[config.mk]
export PLATFORM = sky130hd
export DESIGN_NAME = soft_error_count_report
export DESIGN_NICKNAME = d
export VERILOG_FILES = /design/src/shared/soft_err_pkg.sv /design/src/rtl/sat_counter.sv /design/src/rtl/soft_error_count_report.sv
export SDC_FILE = /design/constraint.sdc
export NUM_CORES = 1
export LEC_CHECK = 0
export ABC_AREA = 0
export BUFFER_PORTS_ARGS = -buffer_cell sky130_fd_sc_hd__buf_2
export CELL_PAD_IN_SITES_DETAIL_PLACEMENT = 2
export CELL_PAD_IN_SITES_GLOBAL_PLACEMENT = 2
export CORE_ASPECT_RATIO = 1.1
export CORE_MARGIN = 3
export CORE_UTILIZATION = 30
export DETAILED_ROUTE_END_ITERATION = 7
export GPL_TIMING_DRIVEN = 1
export PLACE_DENSITY_LB_ADDON = 0.05
export SETUP_SLACK_MARGIN = 0.4
export SLEW_MARGIN = 15
export SYNTH_ARGS = -nofsm -noshare
export SYNTH_HDL_FRONTEND = slang
export SYNTH_SLANG_ARGS = --single-unit
export TNS_END_PERCENT = 5
[constraint.sdc]
create_clock -name clk_sys_i -period 2.5 [get_ports clk_sys_i]
set_input_delay 0.125 -clock clk_sys_i [delete_from_list [all_inputs] [get_ports clk_sys_i]]
set_output_delay 0.125 -clock clk_sys_i [all_outputs]
set_load 0.005 [all_outputs]
[src/shared/soft_err_pkg.sv]
// Constants, offsets and types for the soft error tally and report block.
// Assumes a 10 MHz system clock and an APB master with 32-bit data.
//
// Functional notes
// - Ring counter steps only on its error, inserted, normal state, below 255.
// - Normal state means no contention, no beacon and no ring purge.
// - Any ring counter increment starts the report timer.
// - Timer expiry queues the report; it is sent only in normal state.
// - After the report is sent, its counts are subtracted from the ring counters.
// - The report frame goes out with assured delivery, retried on failure.
// - Beacon auto-removal cancels a running report timer.
// - Timer period defaults to two seconds; MAC parameter frames may replace it.
// - Report frame uses vector 29, destination class 6, source class 0.
// - Report carries subvectors 02, 0B, 2D and 2E.
// - Two identical independent counter sets: one for ring, one for host.
// - Host fetches the host counters with the fetch tally command.
// - Host counters step under the same inserted and qualifying conditions.
// - A host counter stepping 254 to 255 sets the overflow indication.
// - Host counters clear to zero when the host fetches them.

package soft_err_pkg;
    // ----------------------------------------------------------------
    // Counters
    // ----------------------------------------------------------------
    localparam int NUM_ERR = 7;
    localparam int CNT_W = 8;
    localparam logic [7:0] CNT_MAX = 8'hFF;
    localparam logic [7:0] CNT_NEAR = 8'hFE;
    localparam int ERR_LINE = 0;
    localparam int ERR_BURST = 1;
    localparam int ERR_ARIFCI = 2;
    localparam int ERR_LOST = 3;
    localparam int ERR_COPIED = 4;
    localparam int ERR_CONGEST = 5;
    localparam int ERR_TOKEN = 6;

    // ----------------------------------------------------------------
    // Timing
    // ----------------------------------------------------------------
    localparam int CLK_NS = 100;
    localparam int MS_NS = 1000000;
    localparam int MS_CYCLES = MS_NS / CLK_NS;
    localparam logic [15:0] REPORT_TIME_MS = 16'h07D0;

    // ----------------------------------------------------------------
    // Report frame
    // ----------------------------------------------------------------
    localparam logic [7:0] MV_REPORT = 8'h29;
    localparam logic [3:0] DCLASS_REPORT = 4'h6;
    localparam logic [3:0] SCLASS_REPORT = 4'h0;
    localparam logic [7:0] SV_UPSTREAM = 8'h02;
    localparam logic [7:0] SV_DROP = 8'h0B;
    localparam logic [7:0] SV_ISO = 8'h2D;
    localparam logic [7:0] SV_NONISO = 8'h2E;

    // ----------------------------------------------------------------
    // Register map
    // ----------------------------------------------------------------
    localparam logic [7:0] REG_CMD = 8'h00;
    localparam logic [7:0] REG_TALLY_LO = 8'h04;
    localparam logic [7:0] REG_TALLY_HI = 8'h08;
    localparam logic [7:0] REG_STATUS = 8'h0C;
    localparam logic [7:0] REG_PERIOD = 8'h10;
    localparam logic [7:0] REG_RING_LO = 8'h14;
    localparam logic [7:0] REG_RING_HI = 8'h18;
    localparam int CMD_FETCH_BIT = 0;
    localparam int ST_OVF_BIT = 0;
    localparam int ST_RUN_BIT = 1;
    localparam int ST_PEND_BIT = 2;
    localparam int ST_SEND_BIT = 3;

    typedef enum logic [1:0] {
        RPT_IDLE,
        RPT_RUNNING,
        RPT_PENDING,
        RPT_SENDING
    } report_state_type;
endpackage : soft_err_pkg

[src/rtl/sat_counter.sv]
// Eight-bit saturating error counter with clear and subtract.
// Assumes all inputs come from logic on the same clock.
`timescale 1ns/100ps
module sat_counter (
    input wire logic clk_sys_i,
    input wire logic rstn_i,
    input wire logic inc_i,
    input wire logic clr_i,
    input wire logic sub_i,
    input wire logic [soft_err_pkg::CNT_W-1:0] sub_val_i,
    output logic [soft_err_pkg::CNT_W-1:0] count_o,
    output logic stepped_o
);
    import soft_err_pkg::*;

    logic [CNT_W-1:0] base;

    // A clear in the same cycle frees a saturated counter for the new error
    assign stepped_o = inc_i && (clr_i || (count_o != CNT_MAX));

    // Clear and subtract first, then a new error lands on top unless the count was 255 and not cleared
    always_comb begin
        if (clr_i) begin
            base = '0;
        end else if (sub_i) begin
            base = count_o - sub_val_i;
        end else begin
            base = count_o;
        end
    end

    always_ff @(posedge clk_sys_i or negedge rstn_i) begin
        if (!rstn_i) begin
            count_o <= '0;
        end else begin
            count_o <= stepped_o ? base + 8'h01 : base;
        end
    end
endmodule : sat_counter

[src/rtl/soft_error_count_report.sv]
// Soft error tally: ring-reported counters, report timer and report frame
// request, plus the host-side counter set behind an APB slave.
// Assumes error pulses and ring state inputs are from logic on clk_sys_i.
//
// Implementation choices: register access over APB and the register offsets.
`timescale 1ns/100ps
module soft_error_count_report #(
    parameter int TICK_CYCLES = soft_err_pkg::MS_CYCLES,
    parameter logic [47:0] COLLECTOR_ADDR = 48'h0000_0000_0001
) (
    input wire logic clk_sys_i,
    input wire logic rstn_i,
    input wire logic psel_i,
    input wire logic penable_i,
    input wire logic pwrite_i,
    input wire logic [7:0] paddr_i,
    input wire logic [31:0] pwdata_i,
    output logic [31:0] prdata_o,
    output logic pready_o,
    output logic pslverr_o,
    input wire logic [soft_err_pkg::NUM_ERR-1:0] err_i,
    input wire logic inserted_i,
    input wire logic contention_i,
    input wire logic beacon_i,
    input wire logic purge_i,
    input wire logic autoremove_i,
    input wire logic param_load_i,
    input wire logic [15:0] param_ms_i,
    input wire logic [47:0] upstream_neighbour_addr_i,
    input wire logic [31:0] phys_drop_i,
    output logic rpt_req_o,
    output logic rpt_assured_o,
    output logic [15:0] rpt_header_o,
    output logic [47:0] rpt_dest_o,
    output logic [31:0] rpt_subvec_o,
    output logic [47:0] rpt_una_o,
    output logic [31:0] rpt_drop_o,
    output logic [55:0] rpt_counts_o,
    input wire logic tx_done_i,
    input wire logic tx_fail_i,
    output logic ring_ovf_o
);
    import soft_err_pkg::*;

    localparam int DIV_W = $clog2(TICK_CYCLES);

    function automatic logic [31:0] pack4(input logic [7:0] a, input logic [7:0] b,
                                          input logic [7:0] c, input logic [7:0] d);
        pack4 = {d, c, b, a};
    endfunction : pack4

    logic normal;
    logic qualify;
    logic [CNT_W-1:0] ring_cnt [NUM_ERR];
    logic [CNT_W-1:0] host_cnt [NUM_ERR];
    logic [CNT_W-1:0] snap [NUM_ERR];
    logic [CNT_W-1:0] tally [NUM_ERR];
    logic [NUM_ERR-1:0] ring_step;
    logic [NUM_ERR-1:0] host_step;
    logic [NUM_ERR-1:0] host_to_max;
    logic any_ring_step;
    logic any_ring_left;
    logic sub_now;
    logic wr_en;
    logic fetch;
    logic addr_ok;
    logic [31:0] next_rdata;
    logic [15:0] period;
    logic [15:0] time_left;
    logic [DIV_W-1:0] div_cnt;
    logic ms_tick;
    report_state_type state;
    report_state_type next_state;

    // ----------------------------------------------------------------
    // Qualifying conditions
    // ----------------------------------------------------------------
    assign normal = !contention_i && !beacon_i && !purge_i;
    assign qualify = inserted_i && normal;

    // ----------------------------------------------------------------
    // Counter sets
    // ----------------------------------------------------------------
    assign sub_now = (state == RPT_SENDING) && tx_done_i;

    for (genvar i = 0; i < NUM_ERR; i++) begin : g_cnt
        sat_counter u_ring (
            .clk_sys_i(clk_sys_i),
            .rstn_i(rstn_i),
            .inc_i(err_i[i] && qualify),
            .clr_i(1'b0),
            .sub_i(sub_now),
            .sub_val_i(snap[i]),
            .count_o(ring_cnt[i]),
            .stepped_o(ring_step[i])
        );
        sat_counter u_host (
            .clk_sys_i(clk_sys_i),
            .rstn_i(rstn_i),
            .inc_i(err_i[i] && qualify),
            .clr_i(fetch),
            .sub_i(1'b0),
            .sub_val_i(8'h00),
            .count_o(host_cnt[i]),
            .stepped_o(host_step[i])
        );
        assign host_to_max[i] = host_step[i] && (host_cnt[i] == CNT_NEAR) && !fetch;
    end

    assign any_ring_step = |ring_step;

    always_comb begin
        any_ring_left = 1'b0;
        for (int i = 0; i < NUM_ERR; i++) begin
            if (ring_cnt[i] != snap[i]) begin
                any_ring_left = 1'b1;
            end
        end
    end

    // ----------------------------------------------------------------
    // Millisecond tick and report timer
    // ----------------------------------------------------------------
    assign ms_tick = (div_cnt == DIV_W'(TICK_CYCLES - 1));

    always_ff @(posedge clk_sys_i or negedge rstn_i) begin
        if (!rstn_i) begin
            div_cnt <= '0;
        end else begin
            div_cnt <= ms_tick ? '0 : div_cnt + 1'b1;
        end
    end

    always_ff @(posedge clk_sys_i or negedge rstn_i) begin
        if (!rstn_i) begin
            period <= REPORT_TIME_MS;
        end else if (param_load_i && (param_ms_i != 16'h0000)) begin
            period <= param_ms_i;
        end
    end

    always_ff @(posedge clk_sys_i or negedge rstn_i) begin
        if (!rstn_i) begin
            time_left <= '0;
        end else if (state != RPT_RUNNING && next_state == RPT_RUNNING) begin
            time_left <= period;
        end else if (state == RPT_RUNNING && ms_tick) begin
            time_left <= time_left - 16'h0001;
        end
    end

    // ----------------------------------------------------------------
    // Report scheduling
    // ----------------------------------------------------------------
    always_comb begin
        next_state = state;
        case (state)
            RPT_IDLE: begin
                if (any_ring_step) begin
                    next_state = RPT_RUNNING;
                end
            end
            RPT_RUNNING: begin
                if (autoremove_i) begin
                    next_state = RPT_IDLE;
                end else if (ms_tick && time_left == 16'h0001) begin
                    next_state = RPT_PENDING;
                end
            end
            RPT_PENDING: begin
                if (qualify) begin
                    next_state = RPT_SENDING;
                end
            end
            RPT_SENDING: begin
                if (tx_done_i) begin
                    // An error counted on the done edge also needs a new report
                    next_state = (any_ring_left || any_ring_step) ? RPT_RUNNING : RPT_IDLE;
                end else if (tx_fail_i) begin
                    next_state = RPT_PENDING;
                end
            end
            default: next_state = RPT_IDLE;
        endcase
    end

    always_ff @(posedge clk_sys_i or negedge rstn_i) begin
        if (!rstn_i) begin
            state <= RPT_IDLE;
        end else begin
            state <= next_state;
        end
    end

    // ----------------------------------------------------------------
    // Report frame contents
    // ----------------------------------------------------------------
    assign rpt_req_o = (state == RPT_SENDING);

    always_ff @(posedge clk_sys_i or negedge rstn_i) begin
        if (!rstn_i) begin
            for (int i = 0; i < NUM_ERR; i++) begin
                snap[i] <= '0;
            end
        end else if (state == RPT_PENDING && qualify) begin
            for (int i = 0; i < NUM_ERR; i++) begin
                snap[i] <= ring_cnt[i];
            end
        end else if (sub_now) begin
            for (int i = 0; i < NUM_ERR; i++) begin
                snap[i] <= '0;
            end
        end
    end

    always_ff @(posedge clk_sys_i or negedge rstn_i) begin
        if (!rstn_i) begin
            rpt_header_o <= '0;
            rpt_subvec_o <= '0;
            rpt_dest_o <= '0;
            rpt_assured_o <= 1'b0;
            rpt_una_o <= '0;
            rpt_drop_o <= '0;
        end else if (state == RPT_PENDING && qualify) begin
            rpt_header_o <= {MV_REPORT, DCLASS_REPORT, SCLASS_REPORT};
            rpt_subvec_o <= {SV_UPSTREAM, SV_DROP, SV_ISO, SV_NONISO};
            rpt_dest_o <= COLLECTOR_ADDR;
            rpt_assured_o <= 1'b1;
            rpt_una_o <= upstream_neighbour_addr_i;
            rpt_drop_o <= phys_drop_i;
        end
    end

    always_comb begin
        rpt_counts_o = '0;
        for (int i = 0; i < NUM_ERR; i++) begin
            rpt_counts_o[i*8 +: 8] = snap[i];
        end
    end

    // ----------------------------------------------------------------
    // APB slave
    // ----------------------------------------------------------------
    assign addr_ok = (paddr_i == REG_CMD) || (paddr_i == REG_TALLY_LO) ||
                     (paddr_i == REG_TALLY_HI) || (paddr_i == REG_STATUS) ||
                     (paddr_i == REG_PERIOD) || (paddr_i == REG_RING_LO) ||
                     (paddr_i == REG_RING_HI);
    assign pready_o = 1'b1;
    assign pslverr_o = psel_i && penable_i && !addr_ok;
    assign wr_en = psel_i && penable_i && pwrite_i && addr_ok;
    assign fetch = wr_en && (paddr_i == REG_CMD) && pwdata_i[CMD_FETCH_BIT];

    always_ff @(posedge clk_sys_i or negedge rstn_i) begin
        if (!rstn_i) begin
            for (int i = 0; i < NUM_ERR; i++) begin
                tally[i] <= '0;
            end
        end else if (fetch) begin
            for (int i = 0; i < NUM_ERR; i++) begin
                tally[i] <= host_cnt[i];
            end
        end
    end

    always_ff @(posedge clk_sys_i or negedge rstn_i) begin
        if (!rstn_i) begin
            ring_ovf_o <= 1'b0;
        end else if (|host_to_max) begin
            ring_ovf_o <= 1'b1;
        end else if (wr_en && paddr_i == REG_STATUS && pwdata_i[ST_OVF_BIT]) begin
            ring_ovf_o <= 1'b0;
        end
    end

    always_comb begin
        next_rdata = 32'h0000_0000;
        case (paddr_i)
            REG_TALLY_LO: next_rdata = pack4(tally[0], tally[1], tally[2], tally[3]);
            REG_TALLY_HI: next_rdata = pack4(tally[4], tally[5], tally[6], 8'h00);
            REG_STATUS: begin
                next_rdata[ST_OVF_BIT] = ring_ovf_o;
                next_rdata[ST_RUN_BIT] = (state == RPT_RUNNING);
                next_rdata[ST_PEND_BIT] = (state == RPT_PENDING);
                next_rdata[ST_SEND_BIT] = (state == RPT_SENDING);
            end
            REG_PERIOD: next_rdata = {time_left, period};
            REG_RING_LO: next_rdata = pack4(ring_cnt[0], ring_cnt[1], ring_cnt[2], ring_cnt[3]);
            REG_RING_HI: next_rdata = pack4(ring_cnt[4], ring_cnt[5], ring_cnt[6], 8'h00);
            default: next_rdata = 32'h0000_0000;
        endcase
    end

    always_ff @(posedge clk_sys_i or negedge rstn_i) begin
        if (!rstn_i) begin
            prdata_o <= '0;
        end else if (psel_i && !penable_i && !pwrite_i) begin
            prdata_o <= next_rdata;
        end
    end
endmodule : soft_error_count_report

==> out/qor.yml <==
floorplan:
  rows: 101
  fp.dieW_um: 258
  die_area_mm2: 0.0732
  chipHeight_um: 283
  initial_core_util_pct: 30.4
  io_pins: 425
  coreArea_mm2: 0.0691
synthesis:
  synth_warnings: 0
  synth.area.top_cells: "dfrtp_1 (45%), nand2_1 (10%), ha_1 (3.9%)"
  synthFlopType: "dfrtp_1"
  syn_area_mm2: 0.0210
  synth_top_area_cell: "dfrtp_1"
  ys_seq_area_share_pct: 46.0
  synth-edff-count: 0
  synth_top_area_share_pct: 45.3
  async_reset_ff_share_pct: 100
  avgSynthCellArea_um2: 9.16
  synth.distinct_cells: 78
  syn_inst: 2292
  synth_seq_cells: 386
power_and_ir_drop:
  p_per_area_mw_per_mm2: 651
  p_leak_nw: 13.8
  seq_power_share_pct: 40.0
  p_comb_share_pct: 20.6
  p_int_w: 0.0129
  ir_drop_uv: 433
  p_clk_share_pct: 39.4
  power.share.switching_pct: 30.8
  p_sw_w: 0.00572
  design_power_total_w: 0.0186
timing:
  hold_viol_final: 0
  worst_pin_slew_ns: 0.887
  skew_ns: 0.0181
  worst_slack_ns: 0.0101
  max_freq_ghz: 0.402
  rsz0062_at_grt: "yes"
  min_period_ns: 2.49
  slew_violations: 0
  max_slew_margin_pct: 40.9
  finalCritPeriodShare_pct: 99.6
  setup_viol: 0
cells_and_area:
  drive_above_1_share_pct: 28.1
  syn_to_final_growth_pct: 36.1
  final_util_pct: 41.3
  nNetsFinal: 3094
  nFillCells: 7564
  seq_area_mm2: 0.00967
  multi_input_area_mm2: 0.0112
global_route:
  grt_usage_pct: 23.3
  grt_pass1_vias: 21200
  busiest_layer: "met2"
  use_met2_pct: 39.8
  grt_max_degree: 97
  overflow: 0
  grt_pass1_wl_um: 133000
  grt_use_met1_pct: 30.6
  grt_antenna_before_repair: 4
  use_met3_pct: 3.47
critical_path:
  required_ns: 2.96
  r2r_start: "g_cnt[3].u_ring.count_o[0]$_DFF_PN0_"
  crit_path_start: "g_cnt[3].u_ring.count_o[0]$_DFF_PN0_"
  crit_arrival_ns: 2.95
  end_kind: "flop"
  crit_type: "reg2reg"
  critPathMaxFanout: 3
  critPathLaunchType: "flop"
drt:
  drt-initial-drc-count: 1025
  route.detailed.drc: 0
  via_per_inst: 5.08
  finalWirelength_um: 86800
  wl_per_cell_um: 22.6
  routed-via-count: 19500
  drt.antenna.violating_nets: 0
  drtPass1Iterations: 7
clock_tree:
  cts.sinks: 386
  clk_pin_slew_ns: 0.06
  clock_path_buffers: 3
  cts_tree: "yes"
  htreeDepth: 2
  cts_buffers: 49
  insertion_delay_ns: 0.60
  cts-root-buf: "clkbuf_16"
worst_hold_path:
  hp-class: "in2async"
placed_design:
  hpwlAfterDp_um: 63600
  place.port_buffers: 314
  gp_congestion: 0.831
  pre_cts_ws_ns: -0.143
outcome:
  outcome: "finished clean"
run:
  cap_violations: 0
## cell families (layout without fill, tap and decap cells)
group,count (synthesis),in the layout,share of synthesized area (%)
xor gates and xnor gates,123,123,5.59
AOI/OAI and AO/OA,379,379,12.5
muxes,45,45,2.27
buffers and inverters,282,816,6.87
and+or+nand+nor,1002,1002,22.1
DFF,386,386,46.0
other,2,81,0.0358
adders and majority gates,73,73,4.60
## placed cells by master (no fill, tap or decap), drive strengths merged, types with 8 or more instances in the layout
cell,instances
a211oi,20
a21o,11
a21oi,51
a222oi,36
a22oi,23
a31oi,28
and2,20
and3,14
buf,526
clkbuf,76
clkinv,10
conb,79
dfrtp,380
dlygate4sd3,109
ha,66
inv,93
mux2,21
mux2i,24
nand2,564
nand2b,16
nand3,51
nand3b,15
nand4,47
nor2,157
nor3,22
nor3b,20
nor4,24
nor4b,13
o211ai,10
o21a,8
o21ai,93
o31ai,46
xnor2,58
xor2,58
## worst max-delay path: stages (launching register included)
cell	delay [ns]
dfrtp_1	0.39
inv_2	0.07
ha_4	0.13
inv_2	0.03
fa_2	0.38
a211oi_2	0.26
o21bai_1	0.14
mux2i_1	0.25
o22ai_1	0.15
nor4b_2	0.32
xnor3_1	0.24
## cells in the mapped netlist, types with 51 or more instances
library cell  count
inv_1            92
xnor2_1          58
nand3_1          51
o21ai_0          88
clkbuf_1         77
ha_1             66
xor2_1           58
buf_4            97
nor2_1          157
nand2_1         563
dfrtp_1         380
a21oi_1          51
## final timing paths
path / end / slack, ns / cells past startpoint
max reg2reg: g_cnt[3].u_ring.count_o[7]$_DFF_PN0_ / 0.01 / 10
min reg2reg: rpt_drop_o[1]$_DFFE_PN0P_ / 0.47 / 2
min in group clk_sys_i: prdata_o[25]$_DFFE_PN0P_ / 0.08 / 4
max: g_cnt[3].u_ring.count_o[7]$_DFF_PN0_ / 0.01 / 10
min: rpt_counts_o[12]$_DFFE_PN0P_ / 0.06 / 2
max in group asynchronous: g_cnt[1].u_host.count_o[5]$_DFF_PN0_ / 1.60 / 3
## repair_timing
action	in CTS	in global routing
setup buffers	5	23
gates cloned	0	0
resized for setup	150	45
setup endpoints to repair	51	185
pin swaps	103	47
hold buffers	109	0
hold endpoints to repair	455	0
## final cells by class
class / count / share of cell area [%]
timing repair buffer: 635 / 16.0
multi-input combinational: 1701 / 39.1
clock buffer: 76 / 5.31
inverter: 92 / 1.21
tap: 927 / 4.06
clock inverter: 13 / 0.495
antenna: 2 / 0.0175
sequential: 386 / 33.9
## flip-flops by register name, summed over array words and instances (netlist names)
register	count
rpt_counts_o	56
state	2
rpt_una_o	48
tally	56
rpt_subvec_o	1
rpt_drop_o	32
div_cnt	14
time_left	16
g_cnt.u_host.count_o	56
g_cnt.u_ring.count_o	56
prdata_o	32
period	16
ring_ovf_o	1
## power groups by stage
stage          clock, W  sequential, W  combinational, W
2_1_floorplan         0        0.00729           0.00171
3_3_place_gp          0        0.00745           0.00311
3_5_place_dp          0        0.00748           0.00327
4_1_cts         0.00754        0.00742           0.00370
5_1_grt         0.00779        0.00750           0.00423
6_report        0.00733        0.00744           0.00383
## per-stage QoR
step                cell area [um2]  hold slack (ns)  instances  setup TNS [ns]
floorplan                     21300           -0.171       2369               0
detailed placement            24700           0.0887       3604          -0.623
global route                  28600           0.0727       3831          -0.227
global placement              24700           0.0917       3604          -0.102
CTS                           28100           0.0374       3807         -0.0191
finish                        28600           0.0628       3832               0
## routing by layer
layer	wire [um]	vias to the layer above
met5	0	-
met4	2510	0
met3	3880	109
met2	42700	396
met1	37700	10000
li1	-	8931
Power figures use the tool's default switching activity.
